==> config.mk <==
export PLATFORM = sky130hd
export DESIGN_NAME = amsc_decoder
export DESIGN_NICKNAME = d
export VERILOG_FILES = /design/src/rtl/amsc_pkg.sv /design/src/rtl/amsc_link_sync.sv /design/src/rtl/amsc_decoder.sv
export VERILOG_INCLUDE_DIRS = /design/src /design/src/rtl
export SDC_FILE = /design/constraint.sdc
export NUM_CORES = 1
export LEC_CHECK = 0
export BUFFER_PORTS_ARGS = -buffer_cell sky130_fd_sc_hd__clkbuf_2
export CORE_UTILIZATION = 35
export DETAILED_ROUTE_END_ITERATION = 10
export GPL_ROUTABILITY_DRIVEN = 0
export REMOVE_ABC_BUFFERS = 1
export SYNTH_ARGS = -nofsm -noshare
export SYNTH_HDL_FRONTEND = slang
export SYNTH_SLANG_ARGS = --single-unit
==> constraint.sdc <==
create_clock -name ref_clk -period 2.3 [get_ports ref_clk]
set_input_delay 0.115 -clock ref_clk [delete_from_list [all_inputs] [get_ports ref_clk]]
set_output_delay 0.115 -clock ref_clk [all_outputs]
set_load 0.02 [all_outputs]
==> src/rtl/amsc_consts.svh <==
// Constants for the converter configuration word decoder
// Functional notes
// Header 101 loads channel then speed fields
// Header 000 or 100 keeps previous settings
// Power-up: pair 0/1, paired reference, 256, 1x
// Differential pair from address, slaved reference
// Odd bit swaps differential polarity
// Single-ended: channel 2*addr+odd against common
// Global bit selects fifth reference pair
// Zero oversampling code keeps previous speed
// Codes 1-9 give 64..16384, code 15 32768
// Last speed bit selects 1x or 2x
// 1x combines two conversions, cancelling offset
// 1x results always valid, no latency
// 2x result averages last two conversions
// 2x first result after channel change invalid
// 2x speed-only change: first result valid
// Mode-only change leaves first result valid
// 2x switches multiplexer at conversion end
// 1x switches multiplexer at 14th falling edge; a 2x conversion end in that cycle wins and the 14th-edge switch is skipped
// Undefined oversampling codes keep previous speed
`ifndef AMSC_CONSTS_SVH
`define AMSC_CONSTS_SVH

`define AMSC_WORD_BITS 13
`define AMSC_HDR_UPDATE 3'h5
`define AMSC_MUX_SWITCH_FALL 6'h0E
`define AMSC_WORD_DONE_RISE 6'h0D

// Channel field positions inside the 5-bit channel word
`define AMSC_CH_SGL 4
`define AMSC_CH_ODD 3
`define AMSC_CH_GLOBAL_REFERENCE_SELECT 2

// Power-up selection
`define AMSC_RST_CHAN 5'h00
`define AMSC_RST_OSR 4'h3
`define AMSC_RST_RATE_DOUBLER_SELECT 1'b0

`define AMSC_COM_INDEX 4'h8
`define AMSC_GLOBAL_REF 3'h4
`define AMSC_OSR_MAX_LINEAR 4'h9
`define AMSC_OSR_TOP 4'hF
`define AMSC_OSR_BASE_LOG2 4'h5

// APB register map
`define AMSC_ADDR_CTRL 12'h000
`define AMSC_ADDR_STATUS 12'h004
`define AMSC_ADDR_MUX 12'h008
`define AMSC_CTRL_RST 32'h00000001

`endif

==> src/rtl/amsc_pkg.sv <==
// Types shared by the configuration decoder
package amsc_pkg;
	typedef logic [4:0] amsc_chan_t;
	typedef logic [3:0] amsc_osr_t;
endpackage

==> src/rtl/amsc_link_sync.sv <==
// Synchronisers and edge finder for the serial link pins
module amsc_link_sync
	import amsc_pkg::*;
(
	// Clock and reset
	input wire logic ref_clk,
	input wire logic resetn,
	// Pins
	input wire logic serialClk,
	input wire logic serialIn,
	input wire logic chipSelN,
	// Synchronised view
	output logic serialClkRise,
	output logic serialClkFall,
	output logic serialInLevel,
	output logic chipSelNLevel,
	output logic chipSelRise
);
	logic [2:0] pinRaw;
	logic [2:0] stageA;
	logic [2:0] stageB;
	logic clkLast;
	logic csnLast;

	assign pinRaw = {chipSelN, serialIn, serialClk};

	genvar i;
	generate
		for (i = 0; i < 3; i++) begin : gSync
			always_ff @(posedge ref_clk or negedge resetn) begin
				if (!resetn) begin
					stageA[i] <= (i == 2) ? 1'b1 : 1'b0;
					stageB[i] <= (i == 2) ? 1'b1 : 1'b0;
				end else begin
					stageA[i] <= pinRaw[i];
					stageB[i] <= stageA[i];
				end
			end
		end
	endgenerate

	always_ff @(posedge ref_clk or negedge resetn) begin
		if (!resetn) begin
			clkLast <= 1'b0;
			csnLast <= 1'b1;
		end else begin
			clkLast <= stageB[0];
			csnLast <= stageB[2];
		end
	end

	assign serialClkRise = stageB[0] & ~clkLast;
	assign serialClkFall = ~stageB[0] & clkLast;
	assign serialInLevel = stageB[1];
	assign chipSelNLevel = stageB[2];
	assign chipSelRise = stageB[2] & ~csnLast;
endmodule

==> src/rtl/amsc_decoder.sv <==
// Configuration word decoder with multiplexer timing and result validity
`include "amsc_consts.svh"
module amsc_decoder
	import amsc_pkg::*;
(
	// Clock and reset
	input wire logic ref_clk,
	input wire logic resetn,
	// APB slave
	input wire logic psel,
	input wire logic penable,
	input wire logic pwrite,
	input wire logic [11:0] paddr,
	input wire logic [31:0] pwdata,
	output logic [31:0] prdata,
	output logic pready,
	output logic pslverr,
	// Serial link pins
	input wire logic serialClk,
	input wire logic serialIn,
	input wire logic chipSelN,
	// Converter core
	input wire logic convEnd,
	output logic resultStrobe,
	output logic resultValid,
	output logic mixedNoise,
	output logic offsetCancel,
	output logic runningAverage,
	// Analog selection
	output logic [3:0] muxPos,
	output logic [3:0] muxNeg,
	output logic [2:0] refSel,
	output logic [15:0] oversamplingRatio,
	output logic rateDoublerSelect
);
	logic serialClkRise;
	logic serialClkFall;
	logic serialInLevel;
	logic chipSelNLevel;
	logic chipSelRise;

	amsc_link_sync uSync (
		.ref_clk(ref_clk),
		.resetn(resetn),
		.serialClk(serialClk),
		.serialIn(serialIn),
		.chipSelN(chipSelN),
		.serialClkRise(serialClkRise),
		.serialClkFall(serialClkFall),
		.serialInLevel(serialInLevel),
		.chipSelNLevel(chipSelNLevel),
		.chipSelRise(chipSelRise)
	);

	function automatic logic osrKnown(input amsc_osr_t code);
		osrKnown = (code != 4'h0) &&
			((code <= `AMSC_OSR_MAX_LINEAR) || (code == `AMSC_OSR_TOP));
	endfunction

	function automatic logic [3:0] posOf(input amsc_chan_t ch);
		if (ch[`AMSC_CH_SGL])
			posOf = {1'b0, ch[1:0], ch[`AMSC_CH_ODD]};
		else
			posOf = {1'b0, ch[1:0], ch[`AMSC_CH_ODD]};
	endfunction

	function automatic logic [3:0] negOf(input amsc_chan_t ch);
		if (ch[`AMSC_CH_SGL])
			negOf = `AMSC_COM_INDEX;
		else
			negOf = {1'b0, ch[1:0], ~ch[`AMSC_CH_ODD]};
	endfunction

	// Registers and link state
	logic [31:0] ctrlReg;
	logic [5:0] riseCnt;
	logic [5:0] fallCnt;
	logic [`AMSC_WORD_BITS-1:0] shiftWord;
	logic wordDoneD;
	logic pendValid;
	logic pendSpeed;
	amsc_chan_t pendChan;
	amsc_osr_t pendOsr;
	logic pendTwox;
	amsc_chan_t curChan;
	amsc_osr_t curOsr;
	logic curTwox;
	amsc_chan_t muxChan;
	logic chanFirst;
	logic speedFirst;

	wire linkOn = ctrlReg[0];
	wire inFrame = linkOn && !chipSelNLevel;
	wire wordDone = inFrame && serialClkRise && (riseCnt == `AMSC_WORD_DONE_RISE - 6'h01);
	wire [2:0] hdrBits = shiftWord[12:10];
	wire amsc_chan_t wordChan = shiftWord[9:5];
	wire amsc_osr_t wordOsr = shiftWord[4:1];
	wire wordTwox = shiftWord[0];
	wire hdrUpdate = (hdrBits == `AMSC_HDR_UPDATE);
	wire applyNow = chipSelRise && pendValid && (fallCnt >= `AMSC_MUX_SWITCH_FALL);
	wire chanChange = applyNow && (pendChan != curChan);
	wire speedChange = applyNow && pendSpeed && (pendOsr != curOsr);
	wire muxEarly = inFrame && serialClkFall && (fallCnt == `AMSC_MUX_SWITCH_FALL - 6'h01) &&
		pendValid && !pendTwox && (pendChan != muxChan);
	wire [3:0] ratioLog2 = (curOsr == `AMSC_OSR_TOP) ? 4'hF :
		4'(curOsr + `AMSC_OSR_BASE_LOG2);

	// Frame edge counters and shifter
	always_ff @(posedge ref_clk or negedge resetn) begin
		if (!resetn) begin
			riseCnt <= 6'h00;
			fallCnt <= 6'h00;
			shiftWord <= '0;
			wordDoneD <= 1'b0;
		end else begin
			wordDoneD <= wordDone;
			if (!inFrame) begin
				riseCnt <= 6'h00;
				fallCnt <= 6'h00;
			end else begin
				if (serialClkRise && riseCnt != 6'h3F)
					riseCnt <= riseCnt + 6'h01;
				if (serialClkFall && fallCnt != 6'h3F)
					fallCnt <= fallCnt + 6'h01;
				if (serialClkRise && riseCnt < `AMSC_WORD_DONE_RISE)
					shiftWord <= {shiftWord[`AMSC_WORD_BITS-2:0], serialInLevel};
			end
		end
	end

	// Pending word from the link
	always_ff @(posedge ref_clk or negedge resetn) begin
		if (!resetn) begin
			pendValid <= 1'b0;
			pendSpeed <= 1'b0;
			pendChan <= `AMSC_RST_CHAN;
			pendOsr <= `AMSC_RST_OSR;
			pendTwox <= `AMSC_RST_RATE_DOUBLER_SELECT;
		end else if (wordDoneD) begin
			pendValid <= hdrUpdate;
			pendSpeed <= hdrUpdate && osrKnown(wordOsr);
			pendChan <= wordChan;
			pendOsr <= osrKnown(wordOsr) ? wordOsr : curOsr;
			pendTwox <= osrKnown(wordOsr) ? wordTwox : curTwox;
		end else if (chipSelRise) begin
			pendValid <= 1'b0;
		end
	end

	// Applied selection for the next conversion
	always_ff @(posedge ref_clk or negedge resetn) begin
		if (!resetn) begin
			curChan <= `AMSC_RST_CHAN;
			curOsr <= `AMSC_RST_OSR;
			curTwox <= `AMSC_RST_RATE_DOUBLER_SELECT;
		end else if (applyNow) begin
			curChan <= pendChan;
			if (pendSpeed) begin
				curOsr <= pendOsr;
				curTwox <= pendTwox;
			end
		end
	end

	// Multiplexer switching moment
	always_ff @(posedge ref_clk or negedge resetn) begin
		if (!resetn)
			muxChan <= `AMSC_RST_CHAN;
		else if (convEnd && curTwox)
			muxChan <= curChan;
		else if (muxEarly)
			muxChan <= pendChan;
	end

	// Validity tracking; a new change wins over the clearing conversion end
	always_ff @(posedge ref_clk or negedge resetn) begin
		if (!resetn) begin
			chanFirst <= 1'b0;
			speedFirst <= 1'b0;
			resultStrobe <= 1'b0;
			resultValid <= 1'b0;
			mixedNoise <= 1'b0;
		end else begin
			resultStrobe <= convEnd;
			if (convEnd) begin
				resultValid <= !(curTwox && chanFirst);
				mixedNoise <= curTwox && speedFirst && !chanFirst;
			end
			if (applyNow) begin
				chanFirst <= chanChange;
				speedFirst <= speedChange;
			end else if (convEnd) begin
				chanFirst <= 1'b0;
				speedFirst <= 1'b0;
			end
		end
	end

	assign muxPos = posOf(muxChan);
	assign muxNeg = negOf(muxChan);
	assign refSel = muxChan[`AMSC_CH_GLOBAL_REFERENCE_SELECT] ? `AMSC_GLOBAL_REF : {1'b0, muxChan[1:0]};
	assign oversamplingRatio = 16'(17'h00001 << ratioLog2);
	assign rateDoublerSelect = curTwox;
	assign offsetCancel = !curTwox;
	assign runningAverage = curTwox;

	// APB slave, no wait states
	wire apbSetup = psel && !penable;
	wire apbAccess = psel && penable;
	wire hitCtrl = (paddr == `AMSC_ADDR_CTRL);
	wire hitStatus = (paddr == `AMSC_ADDR_STATUS);
	wire hitMux = (paddr == `AMSC_ADDR_MUX);
	wire hitAny = hitCtrl || hitStatus || hitMux;
	wire [31:0] statusWord = {21'h000000, pendValid, curTwox, curOsr, curChan};
	wire [31:0] muxWord = {21'h000000, refSel, muxNeg, muxPos};
	wire [31:0] readMux = hitCtrl ? ctrlReg : hitStatus ? statusWord :
		hitMux ? muxWord : 32'h00000000;

	always_ff @(posedge ref_clk or negedge resetn) begin
		if (!resetn) begin
			ctrlReg <= `AMSC_CTRL_RST;
			prdata <= 32'h00000000;
		end else begin
			if (apbSetup && !pwrite)
				prdata <= readMux;
			if (apbAccess && pwrite && hitCtrl)
				ctrlReg <= {31'h00000000, pwdata[0]};
		end
	end

	assign pready = 1'b1;
	assign pslverr = apbAccess && !hitAny;
endmodule

# Yosys cells after proc, flatten, opt, wreduce, memory -nomap -nowiden
# Index checks and enable logic that the tools add are counted.
[op_classes]
n_addsub = 3
n_lt_le_gt_ge = 3
eq_ne = 14
n_shift = 1
n_mux = 19
bitwise_logic = 7
reduce_logical = 46
[op_table]
columns = ["cell", "count"]
rows = [
  ["2-to-1 mux 11 bit", 3],
  ["logical AND 1 bit", 28],
  ["2-to-1 mux 6 bit", 4],
  ["left shift 1 x 4 -> 16 bit, first input constant", 1],
  ["adder 6 x 1 -> 6 bit, second input constant", 2],
  ["== test 12 x 3 -> 1 bit, second input constant", 1],
  ["== test 12 x 4 -> 1 bit, second input constant", 1],
  ["== test 6 x 4 -> 1 bit, second input constant", 2],
  ["zero test 12 bit", 1],
  ["2-to-1 mux 4 bit", 3],
  ["!= test 6 bit, second input constant", 2],
  ["2-to-1 mux 5 bit", 2],
  ["!= test 5 bit", 2],
  ["== test 4 bit, second input constant", 2],
  ["zero test 1 bit", 8],
  [">= comparator 6 x 4 -> 1 bit, second input constant", 1],
  ["less-than comparator 6 x 4 -> 1 bit, second input constant", 1],
  ["2-to-1 mux 1 bit", 6],
  ["nonzero test 2 bit", 3],
  ["adder 4 x 3 -> 4 bit, second input constant", 1],
  ["less-or-equal comparator 4 bit, second input constant", 1],
  ["!= test 2 x 1 -> 1 bit, second input constant", 2],
  ["!= test 4 bit", 1],
  ["NOT 1 bit", 4],
  ["6 further kinds", 11],
]
[word_totals]
ff_bits = 99
inputBits = 53

# Depth between registers and ports, before layout
# Gate-level depths: netlist of the first run.
[logic_depth]
ltp_word = 9
depth_mapped = 7
depth_no_buf = 6

# Modules after synthesis
# A second synthesis of the first run with hierarchy kept.
[hier_totals]
hier_cells = 384
hier_area_um2 = 4023.9
[by_module_without_submodules]
columns = ["mod", "n_inst", "cells_per_inst", "area_per_inst_um2", "seq_area_each_um2"]
rows = [
  ["amsc_decoder", 1, 373, 3798.6, 1757.9],
  ["amsc_link_sync", 1, 11, 225.2, 203.9],
]

# Worst setup path after synthesis of the first run
# No wires, ideal clock.
[synth_path]
path_kind = "register to output"
startpoint = "reg curOsr[0]"
endpoint = "out oversamplingRatio[10]"
arrival_ns = 1.862
t_required_ns = 2.185
slack_ns = 0.323
path_stages_with_launch = 6
path_cell_list = "dfstp_2 > ha_1 > nor2b_1 > o21ai_1 > nand2_1 > nor3b_1"
[synth_via]
elab_chain_cells = 3
elab_cells_between_ends = 4
classes_between = "1 x add/sub; 1 x eq/ne; 1 x shift; 1 x mux"
[synth_rtl]
columns = ["element", "line", "rtl"]
rows = [
  ["start: declaration", "amsc_decoder.sv:86", "amsc_osr_t curOsr;"],
  ["start signal: assignment", "amsc_decoder.sv:154", "curOsr <= `AMSC_RST_OSR;"],
  ["start signal: assignment", "amsc_decoder.sv:159", "curOsr <= pendOsr;"],
  ["adder 4 x 3 -> 4 bit (no source line) / == test 4 bit (equally long branches)", "n/a", ""],
  ["2-to-1 mux 4 bit *", "amsc_decoder.sv:105", "wire [3:0] ratioLog2 = (curOsr == `AMSC_OSR_TOP) ? 4'hF :"],
  ["left shift 1 x 4 -> 16 bit *", "amsc_decoder.sv:202", "assign oversamplingRatio = 16'(17'h00001 << ratioLog2);"],
  ["end: declaration", "amsc_decoder.sv:33", "output logic [15:0] oversamplingRatio,"],
]
# Every way passes the cells marked *; elsewhere a longest branch is shown, timed or not.

# Worst setup path in the final report of the first run
[layout_path]
startpoint = "reg curOsr[1]"
endpoint = "out oversamplingRatio[4]"
# The elaborated chain is that of the path after synthesis.

==> results of run 1 <==
metrics by stage:
| stage | cell area (sq um) | power (mW) | hold WS (ns) | utilization, % | setup slack [ns] |
|---|---|---|---|---|---|
| final | 4860 | 3.01 | 0.0395 | 44.1 | 0.133 |
| after global routing | 4860 | 3.14 | 0.0354 | 44.1 | 0.0232 |
| after CTS | 4820 | 3.06 | 0.0389 | 43.7 | 0.0157 |
| after detailed placement | 4440 | 1.53 | 0.0723 | 40.3 | 0.251 |
| after global placement | 4440 | 1.53 | 0.0692 | 40.3 | 0.309 |
| after floorplan | 3900 | 1.47 | -0.181 | - | 0.323 |
routing by layer:
| metal | routed length (microns) | up-vias | global-route usage [%] |
|---|---|---|---|
| met5 | 0 | - | 0 |
| li1 | - | 1474 | - |
| met1 | 3870 | 1430 | 18.9 |
| met3 | 298 | 4 | 2.02 |
| met2 | 3890 | 80 | 22.9 |
| met4 | 71 | 0 | 6.67 |
power breakdown:
part	leakage (nW)	switching [mW]	internal, mW
clock network	0.153	0.523	0.978
logic	1.05	0.0907	0.0337
registers	1.04	0.00489	1.38
how the worst max path moves through the flow:
stage                                       end  cells past startpoint
after floorplan           oversamplingRatio[10]                      5
after detailed placement   oversamplingRatio[9]                      6
after global routing       oversamplingRatio[4]                      5
after global placement    oversamplingRatio[10]                      6
final                      oversamplingRatio[4]                      5
after CTS                  oversamplingRatio[6]                      6
synthesized netlist by cell type (8+ instances only):
master / count
a21oi_1: 14
a22oi_1: 13
buf_4: 24
dfrtp_1: 70
dfstp_2: 8
ha_1: 8
inv_1: 12
mux2_2: 15
mux2_4: 10
nand2_1: 38
nand3_1: 15
nor2_1: 32
nor2b_1: 14
o211ai_1: 9
o21ai_0: 16
xnor2_1: 10
sequential cells by signal (all words and copies together) (netlist names), 3 cells and up:
name          count
shiftWord        13
muxChan           5
pendOsr           4
uSync.stageA      3
prdata           11
pendChan          5
fallCnt           6
curChan           5
curOsr            4
riseCnt           6
timing repair:
| action | CTS | global route |
|---|---|---|
| resized for setup | 2 | 4 |
| hold endpoints to repair | 32 | 0 |
| pin swaps | 0 | 1 |
| hold buffers | 5 | 0 |
| setup buffers | 0 | 3 |
| endpoints found under the setup margin | 9 | 11 |
cell families (layout without fill, tap and decap cells):
family                     count (synthesis)  after routing  share of synthesized area, %
AOI/OAI and AO/OA                         72             72                          11.5
xor gates and xnor gates                  17             17                          3.68
adders and majority gates                  8              8                          2.47
buffers and inverters                     45            105                          6.74
DFF                                       78             78                          48.5
muxes                                     31             31                          9.40
other                                      2             23                         0.186
and+or+nand+nor                          133            133                          17.5
cell type report:
class                   count  area (sq um)
repair buffers             77           443
fillers                  1061          6170
flip-flops and latches     78          1960
clock buffers              12           246
multi-input cells         284          1920
well taps                 140           175
clock inverters             4          72.6
inverters                  12          45.0
worst max-delay path, delay by kind of cell (launching register included):
kind | cells | cell delay (ns)
flops | 1 | 0.64
buf+inv | 2 | 0.33
simple gates | 2 | 0.45
fa+ha+maj | 1 | 0.30
==> results summary, run 1 <==
The initial antenna violation count came to 0. The CTS H-tree depth came out at 3. For the finished layout, the period the worst path requires is 2.17 ns. In the routed layout, each cell is associated on average with a via count of 4.92.

The floorplan step set the die height to 110 microns. The top-area cell type share of the netlist area came out at 43.3%. Leaving out fill and tap cells, the most frequent cells in the layout are dfrtp_1 (70), clkbuf_2 (64), nand2_1 (37).

The antenna diode count is 0. In this run the worst path has a maximum fanout of 7. The sort of element at the end of the critical path is an output port. The class of the most critical hold timing path is in -> reg. The sink count of the clock tree is 78.

The start-to-end type of the worst setup path is reg -> out. The floorplan has 38 rows. Timing would allow up to 462 MHz. The die covers 12000 sq um. The area growth from synthesis to layout is 20.2%. The share of the Yosys chip area taken by registers is 48.5%. The number of iterations in the first detailed-routing pass is 4. Tracing the worst setup path back leads to its startpoint at curOsr[1]. The worst flop-to-flop path endpoint is shiftWord[0]. The startpoint of the lowest-slack hold path is pwdata[0]. For flop-to-flop paths, the worst setup slack is 0.38 ns.

The fraction of layout cells with a size suffix above 1 is 28.3%. The final count of hold timing violations came out at 0. After synthesis the cells add up to 4050 sq um. The worst path uses 94.2% of the clock period. The Yosys step of the flow raised 0 warnings. The HPWL after detailed placement came out at 5840 microns.

The root buffer cell chosen for the clock tree is clkbuf_16. Measured in cells, the most critical reg-to-reg path has a length of 4. The run finished with clean final reports. The area of the core is 11000 sq um. The average wire per cell in the routed design is 13.4 microns. Yosys attributes the largest share of cell area to dfrtp_1 (43%), dfstp_2 (5.2%), buf_4 (4.5%), mux2_2 (4.2%), mux2_4 (3.7%). In the synthesized netlist the dominant register cell turns out to be dfrtp_1.

The normalized max-slew margin came out at 43.3%. The synthesized instance count is 386. Clock skew on the completed layout was measured at 0.00850 ns. Traced cell by cell, the critical path runs through inv_1 -> ha_1 -> nand2b_1 -> nor4_2 -> clkbuf_2. The die width is 110 microns.

The most frequent standard cell in the layout excluding fill and tap cells is dfrtp_1. The total power divided by cell area is 620 nW/um^2. The number of global-route vias before repair came out at 2728. Setup total negative slack on the finished layout was measured at 0 ns. The starting DRC count in detailed routing is 160. Pin placement for this block handled 120 I/O pins.

The count of distinct cell types in the synthesized netlist came out at 55. The count of port buffers added during placement came out at 65. Of all flip-flops after synthesis, the portion carrying an async set or reset was 100%.

The data required time of the critical path is 2.18 ns. Counting along the longest clock path gives a buffer depth of 2. The number of placed cells counting well taps came out at 583. The master of the slowest instance on the critical path is dfstp_2. The insertion delay to the later sink of the worst-skew pair is 0.33 ns. The initial cell density of the core is 36.7%. The count of flip-flops with a built-in enable after synthesis is 0.

The measured slew at the worst slew-check pin came out at 0.850 ns. The sum of overflow across all layers after global routing came out at 0. The number of synthesized register bits is 78. Clock-pin slew was measured on the worst setup and hold paths at 0.05 ns.

The endpoint of the worst hold-timing path is ctrlReg[0]. The clock buffer count from CTS came out at 9. The number of cells on the worst hold path is 2. The startpoint type of the worst setup path is a register.

In the routed design, unresolved DRC markers number 0. For this block, the routed nets add up to 8130 microns of wire. The number of nets with antenna violations after routing came out at 0. The detailed-route via count is 2988.

Setup repair after global routing left no endpoint under its margin. In this design, the stage delay of the slowest critical-path cell is 0.64 ns. The launch instance of the worst register-to-register path is riseCnt[0]. Of all cell types, the one taking the most synthesized area is dfrtp_1. The number of standard cells in the final layout excluding fillers came out at 607. The global routing usage summed across all routing layers is 14.2%.

The count of maximum capacitance violations is 0. The global-route wire length before repair is 13200 microns. TritonCTS built the clock tree. The worst-case vdd ir drop is 0.250 mV.

STA puts the critical path data arrival time at 2.05 ns. The per-instance average area after synthesis came out at 10.5 sq um. The total leakage power came out at 2.25 nW. The final count of pins violating max slew came out at 0. For this run, the post-layout net count is 523. Setup violations remaining at the end of the flow were counted as 0. The largest net degree at the start of global routing is 50.
No activity file was read; power rests on OpenSTA's default activity.
==> run 2, diff against run 1 <==
--- a/config.mk
+++ b/config.mk
@@ -8,6 +8,7 @@
 export LEC_CHECK = 0
 export BUFFER_PORTS_ARGS = -buffer_cell sky130_fd_sc_hd__clkbuf_2
 export CORE_UTILIZATION = 35
+export CTS_BUF_LIST = sky130_fd_sc_hd__clkbuf_8
 export DETAILED_ROUTE_END_ITERATION = 10
 export GPL_ROUTABILITY_DRIVEN = 0
 export REMOVE_ABC_BUFFERS = 1
==> results summary, run 2 (synthesis gave the netlist of run 1 again) <==
The worst hold slack is 0.0202 ns (-0.0193 ns). The master of the slowest instance on the critical path is dfstp_2. The ratio of routed vias to standard cells is 4.87 (-1.2%).

The area growth from synthesis to layout came out at 17.9%. The largest registers in the layout are shiftWord: 13 flops, prdata: 11 flops. The fraction of layout cells with a size suffix above 1 came out at 28.4% (+0.093 points). The number of standard cells in the final layout excluding fillers came out at 609 (+0.33%). The detailed-route via count is 2963 (-0.84%). The data required time of the critical path was 2.18 ns (about the same).

The number of filler cells placed in the layout was 1068 (+0.66%). The area of the core is 11000 sq um (unchanged). The total power divided by cell area came out at 550 nW/um^2 (-11%). The launch instance of the worst register-to-register path is riseCnt[0]. More flip-flops sit in one register than any other, and that register is shiftWord. The count of endpoints failing setup in the final report came out at 0 (unchanged). The normalized max-slew margin is 44.5% (+1.2 points). The starting DRC count in detailed routing came out at 146 (-8.8%). The number of global-route vias before repair came out at 2735 (+0.26%). The count of port buffers added during placement came out at 65 (unchanged). The sink count of the clock tree is 78 (unchanged). The share of the clock period used by the worst path came out at 93.0% (-1.2 points). The worst-case vdd ir drop is 0.242 mV (-3.1%). The count of maximum capacitance violations came out at 0 (unchanged).

The layout net count came to 525 (+0.38%). The total DRC errors in the routed layout came out at 0 (unchanged). The timing startpoint of the critical path is curOsr[0]. STA classifies the critical path startpoint as a register. The clock buffer count from CTS was 9 (unchanged). The startpoint identified for the worst hold timing path is pwdata[0].

The share of the core filled with cells is 43.2% (-0.84 points). The number of primary I/O pins is 120 (unchanged). Setup repair after global routing left no endpoint under its margin.

The global routing usage summed across all routing layers came out at 14.0% (-0.26 points). The final count of hold timing violations is 0 (unchanged). The floorplan die area came out at 12000 sq um (unchanged). The number of nets with antenna violations after routing came out at 0 (unchanged).

The top cell types in the final layout, fill and taps aside, are dfrtp_1 (70), clkbuf_2 (64), nand2_1 (37). The final non-filler cell area is 4770 sq um (-1.9%). The initial cell density of the core is 36.7% (unchanged). The average wire per cell in the routed design was 13.2 microns (-1.8%). The number of iterations in the first detailed-routing pass is 4 (unchanged).

The most frequent standard cell in the layout excluding fill and tap cells is dfrtp_1. The total leakage power came out at 2.22 nW (-1.3%). The start-to-end type of the worst setup path is reg -> out. TritonCTS built the clock tree. The initial antenna violation count came out at 0 (unchanged).

The largest net degree at the start of global routing is 50 (unchanged). The number of standard-cell rows in the floorplan is 38 (unchanged). The CTS H-tree depth is 3 (unchanged). The sum of negative setup slack came out at 0 ns (unchanged). The worst clock skew is 0.0128 ns (+0.00426 ns). The final count of pins violating max slew is 0 (unchanged). The measured slew at the worst slew-check pin came out at 0.832 ns (-0.0177 ns).

The cell area after placement came out at 4440 sq um (unchanged). The clock transition at the registers of the reported paths is 0.08 ns (+0.03 ns). The total wire length came out at 8010 microns (-1.5%).

The insertion delay to the later sink of the worst-skew pair is 0.35 ns (+0.02 ns). The sum of overflow across all layers after global routing was 0 (unchanged). The maximum buffer depth of the clock tree is 2 (unchanged). The HPWL after detailed placement is 5840 microns (unchanged). The antenna diode count is 0 (unchanged).

The global-route wire length before repair is 13100 microns (-0.89%). The critical path goes through inv_1 -> ha_1 -> nand2b_1 -> nor4_1 -> clkbuf_2. The vertical extent of the die is 110 microns (unchanged). The post-layout minimum cycle time is 2.14 ns (-0.0270 ns). The number of flip-flops in the largest register is 13 (unchanged). The highest cell delay on the worst timing path is 0.59 ns (-0.05 ns).

The buffer type at the clock tree root is clkbuf_8. The worst path arrival time was 2.02 ns (-0.03 ns). The die width is 110 microns (unchanged). The maximum clock frequency came to 467 MHz (+1.3%). The min-delay analysis places its worst path in the category in -> reg. The number of placed cells counting well taps is 583 (unchanged). The run finished with clean final reports. The largest driver fanout on the critical path is 4 (-3). The sort of element at the end of the critical path is an output port.
run 2: worst paths after layout:
kind	end	slack [ns]	depth (start not counted)
worst max register to register	shiftWord[12]	0.41	4
worst min-delay path	ctrlReg[0]	0.02	2
worst max-delay path	oversamplingRatio[4]	0.16	5
worst min register to register	uSync.stageB[0]	0.35	0
max in group asynchronous	pendOsr[0]	1.42	3
min in group asynchronous	fallCnt[3]	0.23	2
run 2: repair_timing:
item                                    4_1_cts  5_1_grt
pin swaps                                     0        1
resized for setup                             2        3
hold buffers                                  5        0
buffers inserted                              2        3
endpoints found under the setup margin        9       11
hold endpoints to repair                     32        0
run 2: power breakdown:
part           leakage, nW  internal [mW]  switching, mW
clock network        0.115          0.631          0.480
registers             1.04           1.38        0.00489
logic                 1.06         0.0337         0.0911
total                 2.22           2.05          0.576
run 2: layout make-up:
class / instances / area, sq um / area share (%)
flip-flops and latches: 78 / 1960 / 41.1
well taps: 140 / 175 / 3.67
clock buffers: 10 / 138 / 2.89
clock inverters: 6 / 80.1 / 1.68
repair buffers: 79 / 458 / 9.60
inverters: 12 / 45.0 / 0.944
multi-input cells: 284 / 1910 / 40.1
run 2: critical path, delay by kind of cell, from the launching register on:
family                   cells  cell delay [ns]
adder cells (fa/ha/maj)      1             0.31
flip-flops                   1             0.59
buffers and inverters        2             0.32
AND/OR/NAND/NOR              2             0.46
run 2: through the flow:
step	setup WS, ns	power, mW
after floorplan	0.323	1.47
after global placement	0.309	1.53
after detailed placement	0.251	1.53
after CTS	0.00999	2.66
after global routing	0.0185	2.73
final	0.160	2.62
run 2: metal layers:
layer,track usage (%),up-vias,wire (microns),part of all wire [%]
li1,-,1474,-,-
met1,18.7,1403,3920,49
met2,22.6,73,3680,46
met3,1.66,13,272,3.4
met4,6.38,0,138,1.7
met5,0,-,0,0
